[src/spsd_pkg.sv]
// Constants, types and register map for the serial status and data port
// What this block does
// RULE1: Byte transfer end sets transfer_done_flag; interrupt if port_irq_enable set.
// RULE2: transfer_done_flag clears after status access then data register read or write.
// RULE3: While transfer_done_flag set, data writes ignored until status register read.
// RULE4: Data write during a transmit sequence sets read-only write_collision_flag.
// RULE5: Received byte arriving while transfer_done_flag set raises overrun_flag, and interrupt if enabled.
// RULE6: Reading the status register clears overrun_flag.
// RULE7: Select low while master sets master_fault_flag, interrupt if enabled.
// RULE8: master_fault_flag clears on status access while set, then control write.
// RULE9: Software keeps reserved status bit 3 written as zero.
// RULE10: output_disable stops the data output; otherwise drive only with port_enable.
// RULE11: select_soft_mode ignores the select pin, frees it, uses select_soft_level.
// RULE12: select_soft_level zero means selected, one means deselected.
// RULE13: As master, a data register write accepted while idle and not locked starts a new byte exchange.
// RULE14: At transfer end the shift register byte is copied into the receive buffer unless transfer_done_flag is already set.
// RULE15: Data register reads return the receive buffer, never the shift register.
// RULE16: Data register writes go straight into the shift register.
// RULE17: Interrupt while enable set and any of done, fault or overrun set.
// RULE18: Master fault clears port_enable and master_select.
// RULE19: Status register resets to zero, upper control bits to zero.
package spsd_pkg;
    localparam logic [7:0] ADDR_DATA  = 8'h21;
    localparam logic [7:0] ADDR_CTRL  = 8'h22;
    localparam logic [7:0] ADDR_CSR   = 8'h23;
    localparam logic [7:0] ADDR_EVT   = 8'h24;
    localparam logic [7:0] ADDR_MASK  = 8'h25;
    localparam int CTL_IRQ_EN = 7;
    localparam int CTL_PORT_EN = 6;
    localparam int CTL_MASTER = 4;
    localparam int CSR_DONE = 7;
    localparam int CSR_WRITE_COLLISION_FLAG = 6;
    localparam int CSR_OVR = 5;
    localparam int CSR_MASTER_FAULT_FLAG = 4;
    localparam int CSR_OD = 2;
    localparam int CSR_SSM = 1;
    localparam int CSR_SSI = 0;
    localparam int EVT_DONE = 0;
    localparam int EVT_WRITE_COLLISION_FLAG = 1;
    localparam int EVT_OVR = 2;
    localparam int EVT_MASTER_FAULT_FLAG = 3;
    localparam logic [7:0] CTRL_RESET = 8'h00;
    localparam logic [2:0] CSR_RESET = 3'h0;
    localparam logic [3:0] BITS_PER_BYTE = 4'h8;
    localparam int SCK_HALF_DEFAULT = 2;
    // Pin inputs, bit order matches the synchroniser vector
    typedef struct packed {
        logic sck;
        logic mosi;
        logic miso;
        logic ss_n;
    } spsd_pin_t;
endpackage : spsd_pkg

[src/spsd_port.sv]
// Serial port status flags, select handling, data buffer and byte shifter
`timescale 1ns/1ns
module spsd_port #(
    parameter int SCK_HALF = spsd_pkg::SCK_HALF_DEFAULT
) (
    input  wire logic                core_clk,
    input  wire logic                rst_n,
    input  wire logic [7:0]          addr,
    input  wire logic [7:0]          wdata,
    input  wire logic                wr,
    input  wire logic                rd,
    output logic      [7:0]          rdata,
    output logic                     irq,
    input  wire spsd_pkg::spsd_pin_t pins_in,
    output logic                     sck_out,
    output logic                     sck_oe_n,
    output logic                     mosi_out,
    output logic                     mosi_oe_n,
    output logic                     miso_out,
    output logic                     miso_oe_n,
    output logic                     ss_pin_free
);
    import spsd_pkg::*;

    logic [7:0] ctrl_reg;
    logic [2:0] csr_cfg_reg;
    logic       done_reg, write_collision_flag_reg, ovr_reg, master_fault_flag_reg;
    logic       csr_acc_reg, unlock_reg, master_fault_flag_arm_reg;
    logic [3:0] evt_reg, mask_reg;
    logic [7:0] shreg_reg, rxbuf_reg;
    logic [3:0] cnt_reg;
    logic       busy_reg, samp_reg, msck_reg, sck_prev_reg;
    logic [7:0] div_reg;
    logic [3:0] sy1_reg, sy2_reg, sy3_reg, pin_f_reg;

    logic wr_data, rd_data, wr_ctrl, acc_csr, rd_csr, data_acc;
    logic master, port_en, ss_int, sel, tick;
    logic rise_ev, fall_ev, xfer_done, master_fault_flag_ev, write_collision_flag_ev, ovr_ev;
    logic load_ok, start_ev, in_bit;

    assign wr_data  = wr && addr == ADDR_DATA;
    assign rd_data  = rd && addr == ADDR_DATA;
    assign wr_ctrl  = wr && addr == ADDR_CTRL;
    assign rd_csr   = rd && addr == ADDR_CSR;
    assign acc_csr  = (wr || rd) && addr == ADDR_CSR;
    assign data_acc = wr_data || rd_data;
    assign master   = ctrl_reg[CTL_MASTER];
    assign port_en  = ctrl_reg[CTL_PORT_EN];

    // Pins come from another domain; first stage feeds only the second
    always_ff @(posedge core_clk or negedge rst_n) begin
        if (!rst_n) begin
            sy1_reg <= 4'h1;
            sy2_reg <= 4'h1;
            sy3_reg <= 4'h1;
        end else begin
            sy1_reg <= pins_in;
            sy2_reg <= sy1_reg;
            sy3_reg <= sy2_reg;
        end
    end

    // A pin change counts only once two stages agree
    always_ff @(posedge core_clk or negedge rst_n) begin
        if (!rst_n) begin
            pin_f_reg <= 4'h1;
        end else begin
            for (int i = 0; i < 4; i++) begin
                if (sy2_reg[i] == sy3_reg[i]) begin
                    pin_f_reg[i] <= sy3_reg[i];
                end
            end
        end
    end

    assign ss_int = csr_cfg_reg[CSR_SSM] ? csr_cfg_reg[CSR_SSI] : pin_f_reg[0]; // [RULE11] [RULE12]
    assign sel    = port_en && !master && !ss_int; // [RULE12]

    // Master clock divider; only runs during a byte
    assign tick = busy_reg && master && div_reg == 8'(SCK_HALF - 1);
    always_ff @(posedge core_clk or negedge rst_n) begin
        if (!rst_n) begin
            div_reg  <= 8'h00;
            msck_reg <= 1'b0;
        end else if (!busy_reg || !master) begin
            div_reg  <= 8'h00;
            msck_reg <= 1'b0;
        end else if (tick) begin
            div_reg  <= 8'h00;
            msck_reg <= !msck_reg;
        end else begin
            div_reg <= div_reg + 8'h01;
        end
    end

    always_ff @(posedge core_clk or negedge rst_n) begin
        if (!rst_n) begin
            sck_prev_reg <= 1'b0;
        end else begin
            sck_prev_reg <= pin_f_reg[3];
        end
    end

    // Clock polarity and phase fixed at idle low, sample on rise
    assign rise_ev = master ? (tick && !msck_reg) : (sel && pin_f_reg[3] && !sck_prev_reg);
    assign fall_ev = master ? (tick && msck_reg) : (sel && !pin_f_reg[3] && sck_prev_reg);
    assign xfer_done = fall_ev && cnt_reg == BITS_PER_BYTE;

    // Writes locked while done is pending and status not yet read
    assign load_ok  = wr_data && !(done_reg && !unlock_reg) && !busy_reg; // [RULE3]
    assign write_collision_flag_ev  = wr_data && busy_reg; // [RULE4]
    assign start_ev = load_ok && master && port_en; // [RULE13]
    assign master_fault_flag_ev  = master && port_en && !ss_int; // [RULE7]
    assign ovr_ev   = xfer_done && done_reg; // [RULE5]

    // Synchroniser lag makes a master sample on the rise stale, so the master
    // Latches its input at the fall, just before the shift; needs SCK_HALF of 3 or more
    assign in_bit   = master ? pin_f_reg[1] : samp_reg;

    always_ff @(posedge core_clk or negedge rst_n) begin
        if (!rst_n) begin
            busy_reg <= 1'b0;
            cnt_reg  <= 4'h0;
            samp_reg <= 1'b0;
        end else if (master_fault_flag_ev || !port_en) begin
            busy_reg <= 1'b0;
            cnt_reg  <= 4'h0;
        end else begin
            if (start_ev || (rise_ev && !master)) begin
                busy_reg <= 1'b1;
            end
            if (rise_ev) begin
                samp_reg <= pin_f_reg[2];
                cnt_reg  <= cnt_reg + 4'h1;
            end else if (xfer_done) begin
                busy_reg <= 1'b0;
                cnt_reg  <= 4'h0;
            end
        end
    end

    // No transmit buffer: the write lands in the shifter itself
    always_ff @(posedge core_clk or negedge rst_n) begin
        if (!rst_n) begin
            shreg_reg <= 8'h00;
        end else if (load_ok) begin
            shreg_reg <= wdata; // [RULE16]
        end else if (fall_ev) begin
            shreg_reg <= {shreg_reg[6:0], in_bit};
        end
    end

    // On overrun the older byte is kept for software
    always_ff @(posedge core_clk or negedge rst_n) begin
        if (!rst_n) begin
            rxbuf_reg <= 8'h00;
        end else if (xfer_done && !done_reg) begin
            rxbuf_reg <= {shreg_reg[6:0], in_bit}; // [RULE14]
        end
    end

    // Sequence trackers for the two-step clears
    always_ff @(posedge core_clk or negedge rst_n) begin
        if (!rst_n) begin
            csr_acc_reg  <= 1'b0;
            unlock_reg   <= 1'b0;
            master_fault_flag_arm_reg <= 1'b0;
        end else begin
            if (acc_csr) begin
                csr_acc_reg <= 1'b1;
            end else if (data_acc) begin
                csr_acc_reg <= 1'b0;
            end
            if (xfer_done && !done_reg) begin
                unlock_reg <= 1'b0;
            end else if (rd_csr) begin
                unlock_reg <= 1'b1; // [RULE3]
            end
            if (acc_csr) begin
                master_fault_flag_arm_reg <= master_fault_flag_reg;
            end else if (wr_ctrl) begin
                master_fault_flag_arm_reg <= 1'b0;
            end
        end
    end

    // Status flags; a setting event always beats a clear
    always_ff @(posedge core_clk or negedge rst_n) begin
        if (!rst_n) begin
            done_reg <= 1'b0;
            write_collision_flag_reg <= 1'b0;
            ovr_reg  <= 1'b0;
            master_fault_flag_reg <= 1'b0;
        end else begin
            if (xfer_done) begin
                done_reg <= 1'b1; // [RULE1]
            end else if (data_acc && csr_acc_reg) begin
                done_reg <= 1'b0; // [RULE2]
            end
            if (write_collision_flag_ev) begin
                write_collision_flag_reg <= 1'b1; // [RULE4]
            end else if (data_acc && csr_acc_reg) begin
                write_collision_flag_reg <= 1'b0;
            end
            if (ovr_ev) begin
                ovr_reg <= 1'b1; // [RULE5]
            end else if (rd_csr) begin
                ovr_reg <= 1'b0; // [RULE6]
            end
            if (master_fault_flag_ev) begin
                master_fault_flag_reg <= 1'b1; // [RULE7]
            end else if (wr_ctrl && master_fault_flag_arm_reg) begin
                master_fault_flag_reg <= 1'b0; // [RULE8]
            end
        end
    end

    always_ff @(posedge core_clk or negedge rst_n) begin
        if (!rst_n) begin
            ctrl_reg <= CTRL_RESET; // [RULE19]
        end else if (master_fault_flag_ev) begin
            ctrl_reg[CTL_PORT_EN] <= 1'b0; // [RULE18]
            ctrl_reg[CTL_MASTER]  <= 1'b0;
        end else if (wr_ctrl) begin
            ctrl_reg <= wdata;
        end
    end

    // Bit 3 is not stored, so a stray one cannot stick
    always_ff @(posedge core_clk or negedge rst_n) begin
        if (!rst_n) begin
            csr_cfg_reg <= CSR_RESET; // [RULE19]
        end else if (wr && addr == ADDR_CSR) begin
            csr_cfg_reg <= wdata[2:0]; // [RULE9]
        end
    end

    // Sticky event copy, write one to clear, set wins
    always_ff @(posedge core_clk or negedge rst_n) begin
        if (!rst_n) begin
            evt_reg  <= 4'h0;
            mask_reg <= 4'h0;
        end else begin
            evt_reg <= (evt_reg & ~((wr && addr == ADDR_EVT) ? wdata[3:0] : 4'h0))
                       | {master_fault_flag_ev, ovr_ev, write_collision_flag_ev, xfer_done};
            if (wr && addr == ADDR_MASK) begin
                mask_reg <= wdata[3:0];
            end
        end
    end

    always_ff @(posedge core_clk or negedge rst_n) begin
        if (!rst_n) begin
            irq <= 1'b0;
        end else begin
            irq <= (ctrl_reg[CTL_IRQ_EN] && (done_reg || master_fault_flag_reg || ovr_reg)) // [RULE17] [RULE1] [RULE5] [RULE7]
                   || |(evt_reg & mask_reg);
        end
    end

    always_ff @(posedge core_clk or negedge rst_n) begin
        if (!rst_n) begin
            rdata <= 8'h00;
        end else if (rd) begin
            unique case (addr)
                ADDR_DATA: rdata <= rxbuf_reg; // [RULE15]
                ADDR_CTRL: rdata <= ctrl_reg;
                ADDR_CSR:  rdata <= {done_reg, write_collision_flag_reg, ovr_reg, master_fault_flag_reg, 1'b0, csr_cfg_reg};
                ADDR_EVT:  rdata <= {4'h0, evt_reg};
                ADDR_MASK: rdata <= {4'h0, mask_reg};
                default:   rdata <= 8'h00;
            endcase
        end else begin
            rdata <= 8'h00;
        end
    end

    // Pin drivers; enables are active low
    always_ff @(posedge core_clk or negedge rst_n) begin
        if (!rst_n) begin
            sck_out     <= 1'b0;
            sck_oe_n    <= 1'b1;
            mosi_out    <= 1'b0;
            mosi_oe_n   <= 1'b1;
            miso_out    <= 1'b0;
            miso_oe_n   <= 1'b1;
            ss_pin_free <= 1'b0;
        end else begin
            sck_out     <= msck_reg;
            sck_oe_n    <= !(port_en && master);
            mosi_out    <= shreg_reg[7];
            mosi_oe_n   <= !(port_en && master && !csr_cfg_reg[CSR_OD]); // [RULE10]
            miso_out    <= shreg_reg[7];
            miso_oe_n   <= !(sel && !csr_cfg_reg[CSR_OD]); // [RULE10]
            ss_pin_free <= csr_cfg_reg[CSR_SSM]; // [RULE11]
        end
    end
endmodule : spsd_port

[config.mk]
export PLATFORM = sky130hd
export DESIGN_NAME = spsd_port
export DESIGN_NICKNAME = d
export VERILOG_FILES = /design/src/spsd_pkg.sv /design/src/spsd_port.sv
export SDC_FILE = /design/constraint.sdc
export NUM_CORES = 1
export LEC_CHECK = 0
export ABC_AREA = 1
export BUFFER_PORTS_ARGS = -buffer_cell sky130_fd_sc_hd__buf_2
export CORE_ASPECT_RATIO = 1.4
export CORE_MARGIN = 3
export CORE_UTILIZATION = 35
export CTS_CLUSTER_SIZE = 40
export DETAILED_ROUTE_END_ITERATION = 7
export PLACE_DENSITY = 0.53
export SYNTH_ARGS = -nofsm -noshare
export SYNTH_HDL_FRONTEND = slang
export SYNTH_SLANG_ARGS = --single-unit
[constraint.sdc]
create_clock -name core_clk -period 1.9 [get_ports core_clk]
set_input_delay 0.095 -clock core_clk [delete_from_list [all_inputs] [get_ports core_clk]]
set_output_delay 0.095 -clock core_clk [all_outputs]
set_load 0.05 [all_outputs]
# --- Word-level counts from Yosys, hierarchy flattened ---
# Index checks and enable logic that the tools add are counted.
totals:
  register_bits: 89
  inputBits: 24
  out_inout_bits: 16
op_classes:
  n_eq_ne: 11
  n_addsub: 2
  bitwise: 6
  n_mux: 36
  n_reduce_logical: 71
ops:
  columns: ["op", "count"]
  rows:
  - ["8-bit by 6-bit equality test with 1-bit output, second input constant", 5]
  - ["8-bit two-way mux", 5]
  - ["8-bit one-hot mux with 5 select lines", 1]
  - ["1-bit logical AND", 35]
  - ["1-bit two-way mux", 25]
  - ["2-bit nonzero test", 10]
  - ["4-bit two-way mux", 4]
  - ["1-bit logical NOT", 14]
  - ["8-bit by 1-bit adder with 8-bit output, second input constant", 1]
  - ["4-bit bitwise AND", 2]
  - ["8-bit by 1-bit equality test with 1-bit output, second input constant", 1]
  - ["1-bit logical OR", 8]
  - ["7-bit two-way mux", 1]
  - ["4-bit by 1-bit adder with 4-bit output, second input constant", 1]
  - ["1-bit equality test", 4]
  - ["4-bit equality test, second input constant", 1]
  - ["4-bit NOT", 1]
  - ["4-bit bitwise OR", 1]
  - ["2-bit AND reduction", 2]
  - ["4-bit OR reduction", 1]
  - ["3-bit nonzero test", 1]
  - ["1-bit NOT", 2]

# --- Depth between registers and ports, before layout ---
# Gate-level depths: netlist (run 1).
logic_depth:
  ltp_word: 12
  mapped_depth: 10

# --- Least setup slack after synthesis (run 1) ---
# Ideal clock, no wire load.
synth_path:
  path_kind: "register to register"
  start: "register div_reg[1]"
  end: "register shreg_reg[0]"
  setup_ps: 126
  t_required_ps: 1774
  arrival_time_ps: 1289
  slack_ps: 485
  path_stages_with_launch: 11
  path_buffers: 1
  path_cell_list: "dfrtp_1 inv_1 ha_1 nand2_1 nor2_1 nand3_1 nand2_2 buf_4 inv_1 nand3_1 nand3_1"
synth_via:
  elab_chain_cells: 5
synth_rtl:
  columns: ["item", "line", "rtl"]
  rows:
  - ["from (decl)", "spsd_port.sv:33", "logic [7:0] div_reg;"]
  - ["from (signal assigned)", "spsd_port.sv:92", "div_reg <= div_reg + 8'h01;"]
  - ["8-bit by 1-bit equality test with 1-bit output", "spsd_port.sv:80", "assign tick = busy_reg && master && div_reg == 8'(SCK_HALF - 1);"]
  - ["1-bit logical AND", "spsd_port.sv:80", null]
  - ["1-bit logical AND", "spsd_port.sv:106", "assign fall_ev = master ? (tick && msck_reg) : (sel && !pin_f_reg[3] && sck_prev_reg);"]
  - ["1-bit two-way mux", "spsd_port.sv:106", null]
  - ["2-bit nonzero test (no line)", null, null]
  - ["to (signal assigned)", "spsd_port.sv:147", "shreg_reg <= wdata;"]
  - ["to (signal assigned)", "spsd_port.sv:149", "shreg_reg <= {shreg_reg[6:0], in_bit};"]
  - ["to (decl)", "spsd_port.sv:30", "logic [7:0] shreg_reg, rxbuf_reg;"]
# Every way passes these cells.
# A chain may end at the register's enable or synchronous reset.

# --- Final worst setup path (run 1) ---
layout_path:
  start: "register div_reg[1]"
  end: "register cnt_reg[0]"
layout_via:
  elab_chain_cells: 6
  word_cells_on_any_way: 10
  cone_classes: "eq/ne: 1; mux: 4; reduce/logical: 5"
layout_rtl:
  columns: ["item", "line", "rtl"]
  rows:
  - ["8-bit by 1-bit equality test with 1-bit output *", "spsd_port.sv:80", null]
  - ["1-bit logical AND *", "spsd_port.sv:80", null]
  - ["1-bit logical AND (on tied branches)", "spsd_port.sv:105, spsd_port.sv:106", null]
  - ["1-bit two-way mux (on tied branches)", "spsd_port.sv:105, spsd_port.sv:106", null]
  - ["4-bit two-way mux / 1-bit logical AND (equally long branches)", "spsd_port.sv:132, spsd_port.sv:107", null]
  - ["4-bit two-way mux / 3-bit nonzero test (equally long branches)", null, null]
  - ["to (signal assigned)", "spsd_port.sv:134", "cnt_reg <= cnt_reg + 4'h1;"]
  - ["to (decl)", "spsd_port.sv:31", "logic [3:0] cnt_reg;"]
# Mark *: on every way between the ends. The rest lies on a longest branch, timed or not.

==> impl_metrics.env, run 1 <==
export IMPL_status="completed"
export IMPL_globalRouteOverflowTotal=0
export IMPL_p_per_area_nw_per_um2=863
export IMPL_slew_headroom=0.649
export IMPL_wl_per_cell_um=14.5
export IMPL_nets=506
export IMPL_clk_pin_slew_ns=0.06
export IMPL_finalSetupViolCount=0
export IMPL_reg2reg_slack_ns=0.21
export IMPL_antennaDiodeCount=0
export IMPL_pwr_share_clk=0.451
export IMPL_grt_max_degree=39
export IMPL_clock_latency_ns=0.33
export IMPL_start_util=0.364
export IMPL_core_um2=11000
export IMPL_floorplan_die_area_um2=12700
export IMPL_cpMaxStageDelayCell="dfrtp_1"
export IMPL_synth_area_top_cells="dfrtp_1 (51%), nand2_1 (8.3%), nand3_1 (7.4%)"
export IMPL_power_share_switching=0.218
export IMPL_reg2regPathDepth=9
export IMPL_post_cts_buffers=0
export IMPL_fin_worst_skew_ns=0.00673
export IMPL_syn_avg_cell_area_um2=9.40
export IMPL_fmax_mhz=591
export IMPL_postSynthCellCount=425
export IMPL_period_share=0.890
export IMPL_min_period_ns=1.69
export IMPL_drv_slew=0
export IMPL_clk_path_buf_depth=2
export IMPL_vias=2990
export IMPL_synth_seq_cells=89
export IMPL_synthesis_yosys_warnings=0
export IMPL_worst_ep_required_time_ns=2.12
export IMPL_worst_path_most_repeated_cell="nand2_1"
export IMPL_clockRootBuffer="clkbuf_16"
export IMPL_dpl_instance_area_um2=4360
export IMPL_finalHoldViolations=0
export IMPL_die_height_um=132
export IMPL_synth_area_leader_cell="dfrtp_1"
export IMPL_fin_area_um2=4720
export IMPL_synth_distinct_cells=38
export IMPL_cp_start_kind="flip-flop"
export IMPL_grt_pass1_wl_mm=14.6
export IMPL_htree_num_levels=3
export IMPL_irDropWorstVdd_mv=0.470
export IMPL_whs_path_depth=3
export IMPL_seq_area_frac_synth=0.560
export IMPL_io_buffers=39
export IMPL_dp_cells=603
export IMPL_cap_violations=0
export IMPL_p_comb_frac=0.059
export IMPL_p_sw_w=0.000888
export IMPL_utilization=0.430
export IMPL_critPathLaunch="div_reg[1]"
export IMPL_cp_max_fo=12
export IMPL_cts_inserted_buffers=9
export IMPL_grt_pass1_vias=2957
export IMPL_drive_above_1_share=0.199
export IMPL_ios=40
export IMPL_routed_wl_mm=9.02
export IMPL_grt_total_usage=0.150
export IMPL_synthesis_nets=453
export IMPL_vias_per_cell=4.79
export IMPL_internal_power_w=0.00318
export IMPL_p_seq_frac=0.491
export IMPL_critPathMaxStageDelay_ns=0.39
export IMPL_path_cells="inv_1 -> ha_1 -> nand2_1 -> nor2_1 -> nand3_1 -> nand2_2 -> nand2_1 -> nand4_1 -> nand2_1"
export IMPL_leakage_nw=2.31
export IMPL_drtPass1Iterations=5
export IMPL_cp_end_kind="flip-flop"
export IMPL_fin_tns_setup_ns=0
export IMPL_hold_end="rdata[5]"
export IMPL_gp_congestion=0.847
export IMPL_antenna_found_initial=0
export IMPL_rows=45
export IMPL_crit_type="flip-flop to flip-flop"
export IMPL_fp_dieW_um=96.3
export IMPL_ant_nets=0
export IMPL_rsz0062_at_grt="no"
export IMPL_syn_to_final_growth_pct=18.2
export IMPL_hold_start="rd"
export IMPL_cts_sinks=89
export IMPL_drc=0
export IMPL_r2r_end="cnt_reg[0]"
export IMPL_cts_tree="built"
export IMPL_final_cells=624
export IMPL_reg2reg_from="div_reg[1]"
export IMPL_hp_class="primary input to flip-flop"
export IMPL_yosys_area_top_type_share=0.514
export IMPL_dpl_hpwl_mm=6.75
export IMPL_syn_area_um2=3990
export IMPL_worstMarginPinSlew_ns=0.526
export IMPL_worst_ep_arrival_time_ns=1.91
export IMPL_drt_initial_drc_count=159
## routing by layer
layer,vias up,global-route usage,part of all wire
met5,-,0,0
met4,0,0.0609,0.023
met3,14,0.0314,0.039
met2,65,0.249,0.51
met1,1407,0.185,0.43
li1,1504,-,-
## how the worst max path moves through the flow
stage	end
5_1_grt	cnt_reg[3]
6_report	cnt_reg[0]
3_3_place_gp	unlock_reg
3_5_place_dp	cnt_reg[0]
2_1_floorplan	shreg_reg[0]
4_1_cts	rxbuf_reg[7]
## per-stage QoR
stage | total power, W | setup slack [ns] | hold slack (ns)
6_report | 0.00407 | 0.209 | 0.00676
5_1_grt | 0.00423 | 0.0604 | 0.0136
4_1_cts | 0.00413 | 0.145 | 0.00103
3_5_place_dp | 0.00227 | 0.154 | 0.105
3_3_place_gp | 0.00226 | 0.202 | 0.0988
2_1_floorplan | 0.00214 | 0.485 | -0.201
## synthesized netlist by cell type (all sizes together)
cell    count
nor3b       5
nand3      63
a22o        1
buf         6
a221oi      1
ha          4
xnor2       1
clkinv      1
nand2      95
a21boi      1
dfstp       7
o211ai      2
a21oi       6
nor3       10
o21ai      32
nand3b      1
nor2       29
maj3        4
xor2        1
nand4      13
or2         1
o31ai       2
dfrtp      82
inv        57
## worst max-delay path, delay by kind of cell, from the launching register on
kind	cells	cell delay, ns
AND/OR/NAND/NOR	7	0.99
flip-flops	1	0.39
adder cells (fa/ha/maj)	1	0.13
buffers and inverters	1	0.06
## what timing repair did
action | 4_1_cts | 5_1_grt
hold buffers | 5 | 0
endpoints found under the setup margin | 0 | 2
endpoints found under the hold margin | 40 | 0
resized for setup | 0 | 1
## power groups by stage
stage	combinational (W)	clock (W)	sequential, W
final	0.000239	0.00184	0.00200
after global routing	0.000269	0.00196	0.00200
after CTS	0.000244	0.00189	0.00200
after detailed placement	0.000235	0	0.00203
after global placement	0.000231	0	0.00203
after floorplan	0.0000977	0	0.00204
## cell families after synthesis
kind of cell,synth area share
compound gates,0.0652
xor+xnor,0.00439
fa+ha+maj,0.0226
buf+inv,0.0670
flops,0.560
simple gates,0.281
## area by class of cell
class / count / area [um^2]
tap: 141 / 176
multi-input combinational: 272 / 1490
clock inverter: 4 / 70.1
inverter: 58 / 218
clock buffer: 12 / 236
fill: 1065 / 6260
sequential: 89 / 2240
timing repair buffer: 48 / 290
## placed cells by master, fill, tap and decap left out, drive strengths merged
cell / n
nand2: 95
dfrtp: 82
nand3: 63
inv: 57
buf: 43
o21ai: 32
nor2: 29
nand4: 13
clkbuf: 12
nor3: 10
dfstp: 7
a21oi: 6
dlygate4sd3: 5
nor3b: 5
maj3: 4
ha: 4
clkinv: 3
o211ai: 2
o31ai: 2
bufinv: 2
nand3b: 1
a22o: 1
a221oi: 1
or2: 1
xnor2: 1
a21boi: 1
xor2: 1
(Power assumes the default switching activity.)
==> run 2, diff against run 1 <==
--- a/config.mk
+++ b/config.mk
@@ -8,7 +8,7 @@
 export ABC_AREA = 1
 export BUFFER_PORTS_ARGS = -buffer_cell sky130_fd_sc_hd__buf_2
 export CORE_ASPECT_RATIO = 1.4
-export CORE_MARGIN = 3
+export CORE_MARGIN = 2
 export CORE_UTILIZATION = 35
 export CTS_CLUSTER_SIZE = 40
 export DETAILED_ROUTE_END_ITERATION = 7
==> run 2 against run 1 <==
  * Setup slack better by 0.069 ns
  * First-iteration DRC count increased by 11%
  * Sequential power hardly changed
  * Design area is 1.5% higher
  * Sequential share of layout area is 0.68 points lower
  * Critical path type unchanged
  * Worst hold slack got worse by 0.0042 ns
  * Largest power group is now the clock network
==> impl_metrics.env, run 2 (synthesis results as in run 1) <==
export IMPL_status="completed"
export IMPL_vias_per_cell=4.83
export IMPL_finalHoldViolations=0
export IMPL_dpl_hpwl_mm=6.94
export IMPL_grt_pass1_vias=3038
export IMPL_leakage_nw=2.34
export IMPL_worstMarginPinSlew_ns=0.538
export IMPL_vias=3037
export IMPL_htree_num_levels=3
export IMPL_die_height_um=130
export IMPL_cap_violations=0
export IMPL_p_per_area_nw_per_um2=912
export IMPL_cts_sinks=89
export IMPL_grt_pass1_wl_mm=15.0
export IMPL_routed_wl_mm=9.11
export IMPL_cp_end_kind="flip-flop"
export IMPL_crit_type="flip-flop to flip-flop"
export IMPL_min_period_ns=1.62
export IMPL_start_util=0.356
export IMPL_cp_max_fo=10
export IMPL_clk_pin_slew_ns=0.06
export IMPL_worst_path_most_repeated_cell="nand2_1"
export IMPL_irDropWorstVdd_mv=0.431
export IMPL_finalPower_w=0.00437
export IMPL_n_fill_cell=1118
export IMPL_drt_initial_drc_count=176
export IMPL_antenna_found_initial=0
export IMPL_period_share=0.853
export IMPL_hp_class="primary input to flip-flop"
export IMPL_drv_slew=0
export IMPL_core_um2=11200
export IMPL_rsz0062_at_grt="no"
export IMPL_floorplan_die_area_um2=12300
export IMPL_path_cells="o21ai_1 -> nand2_2 -> nand2_1 -> inv_2 -> nand2_1 -> inv_2 -> nand2_1 -> o21ai_1"
export IMPL_fin_worst_skew_ns=0.00777
export IMPL_critPathMaxStageDelay_ns=0.44
export IMPL_slew_headroom=0.637
export IMPL_internal_power_w=0.00345
export IMPL_rows=46
export IMPL_p_comb_frac=0.055
export IMPL_ios=40
export IMPL_final_cell_mix="nand2_1 (88), dfrtp_1 (82), nand3_1 (59)"
export IMPL_nets=508
export IMPL_cp_start_kind="flip-flop"
export IMPL_p_seq_frac=0.458
export IMPL_worst_ep_required_time_ns=2.12
export IMPL_final_seq_area_um2=2240
export IMPL_io_buffers=39
export IMPL_fin_tns_setup_ns=0
export IMPL_clk_path_buf_depth=2
export IMPL_fp_dieW_um=94.3
export IMPL_clock_latency_ns=0.34
export IMPL_worst_ep_arrival_time_ns=1.84
export IMPL_finalSetupViolCount=0
export IMPL_cts_inserted_buffers=9
export IMPL_drc=0
export IMPL_pre_cts_slack_ns=0.295
export IMPL_cts_tree="built"
export IMPL_fin_ws_ns=0.278
export IMPL_syn_to_final_growth_pct=19.9
export IMPL_drtPass1Iterations=4
export IMPL_multiInputGateArea_um2=1490
export IMPL_gp_congestion=0.839
export IMPL_antennaDiodeCount=0
export IMPL_drive_above_1_share=0.202
export IMPL_clockRootBuffer="clkbuf_16"
export IMPL_globalRouteOverflowTotal=0
export IMPL_pwr_share_clk=0.488
export IMPL_ant_nets=0
export IMPL_grt_total_usage=0.161
export IMPL_cpMaxStageDelayCell="dfrtp_1"
export IMPL_final_common_cell="nand2_1"
export IMPL_fmax_mhz=617
export IMPL_p_sw_w=0.000912
export IMPL_wl_per_cell_um=14.5
export IMPL_grt_max_degree=32
export IMPL_power_share_switching=0.209
export IMPL_ctsResizeCount=0
-- run 2: changes by cell type in the layout (fill, tap and decap cells not counted) --
cell        change
clkinvlp_4      +1
clkinv_2        -2
clkbuf_1        -1
bufinv_16       +2
o21ai_1         +1
o21ai_2         -1
buf_4           +2
-- run 2: power groups by stage --
stage	Clock (W)	Sequential (W)	Combinational [W]
floorplan	0	0.00204	0.0000977
global placement	0	0.00203	0.000234
detailed placement	0	0.00203	0.000236
CTS	0.00217	0.00200	0.000245
finish	0.00213	0.00200	0.000238
global route	0.00225	0.00200	0.000269
-- run 2: layout make-up --
type                            instances  area share
Clock inverter                          5      0.0266
Timing Repair Buffer                   50      0.0637
Clock buffer                           11      0.0486
Multi-Input combinational cell        272       0.311
Inverter                               58      0.0455
Sequential cell                        89       0.467
Tap cell                              144      0.0376
-- run 2: final timing paths --
kind	from	cells past startpoint	endpoint	slack [ns]
worst min-delay path	rd	3	rdata[6]	0.003
worst min register to register	sy1_reg[2]	0	sy2_reg[2]	0.35
worst max register to register	csr_cfg_reg[1]	8	samp_reg	0.28
worst max-delay path	csr_cfg_reg[1]	8	samp_reg	0.28
max in group asynchronous	rst_n	3	rxbuf_reg[0]	1.00
min in group asynchronous	rst_n	2	ctrl_reg[7]	0.23
-- run 2: stage by stage --
stage / cell area [um^2] / util / instances / hold WS (ns)
3_3_place_gp: 4380 / 0.390 / 608 / 0.0550
4_1_cts: 4790 / 0.427 / 629 / 0.00125
6_report: 4790 / 0.427 / 629 / 0.00258
2_1_floorplan: 3990 / - / 425 / -0.201
5_1_grt: 4790 / 0.427 / 629 / 0.0189
3_5_place_dp: 4380 / 0.390 / 608 / 0.0542
-- run 2: per-layer routing --
metal	track usage	vias to the layer above	routed length, um
met5	0	-	0
met4	0.0742	0	261
met3	0.0373	14	388
met2	0.280	59	4610
met1	0.189	1462	3850
li1	-	1502	-
-- run 2: repair_timing --
item | in CTS | in global routing
hold endpoints to repair | 28 | 0
buffers inserted | 0 | 0
hold buffers | 5 | 0
-- run 2: critical path: cells and delay by family, from the launching register on --
family / cells / cell delay, ns
flip-flops: 1 / 0.44
AO/OA/AOI/OAI: 2 / 0.39
AND/OR/NAND/NOR: 4 / 0.55
buffers and inverters: 2 / 0.14
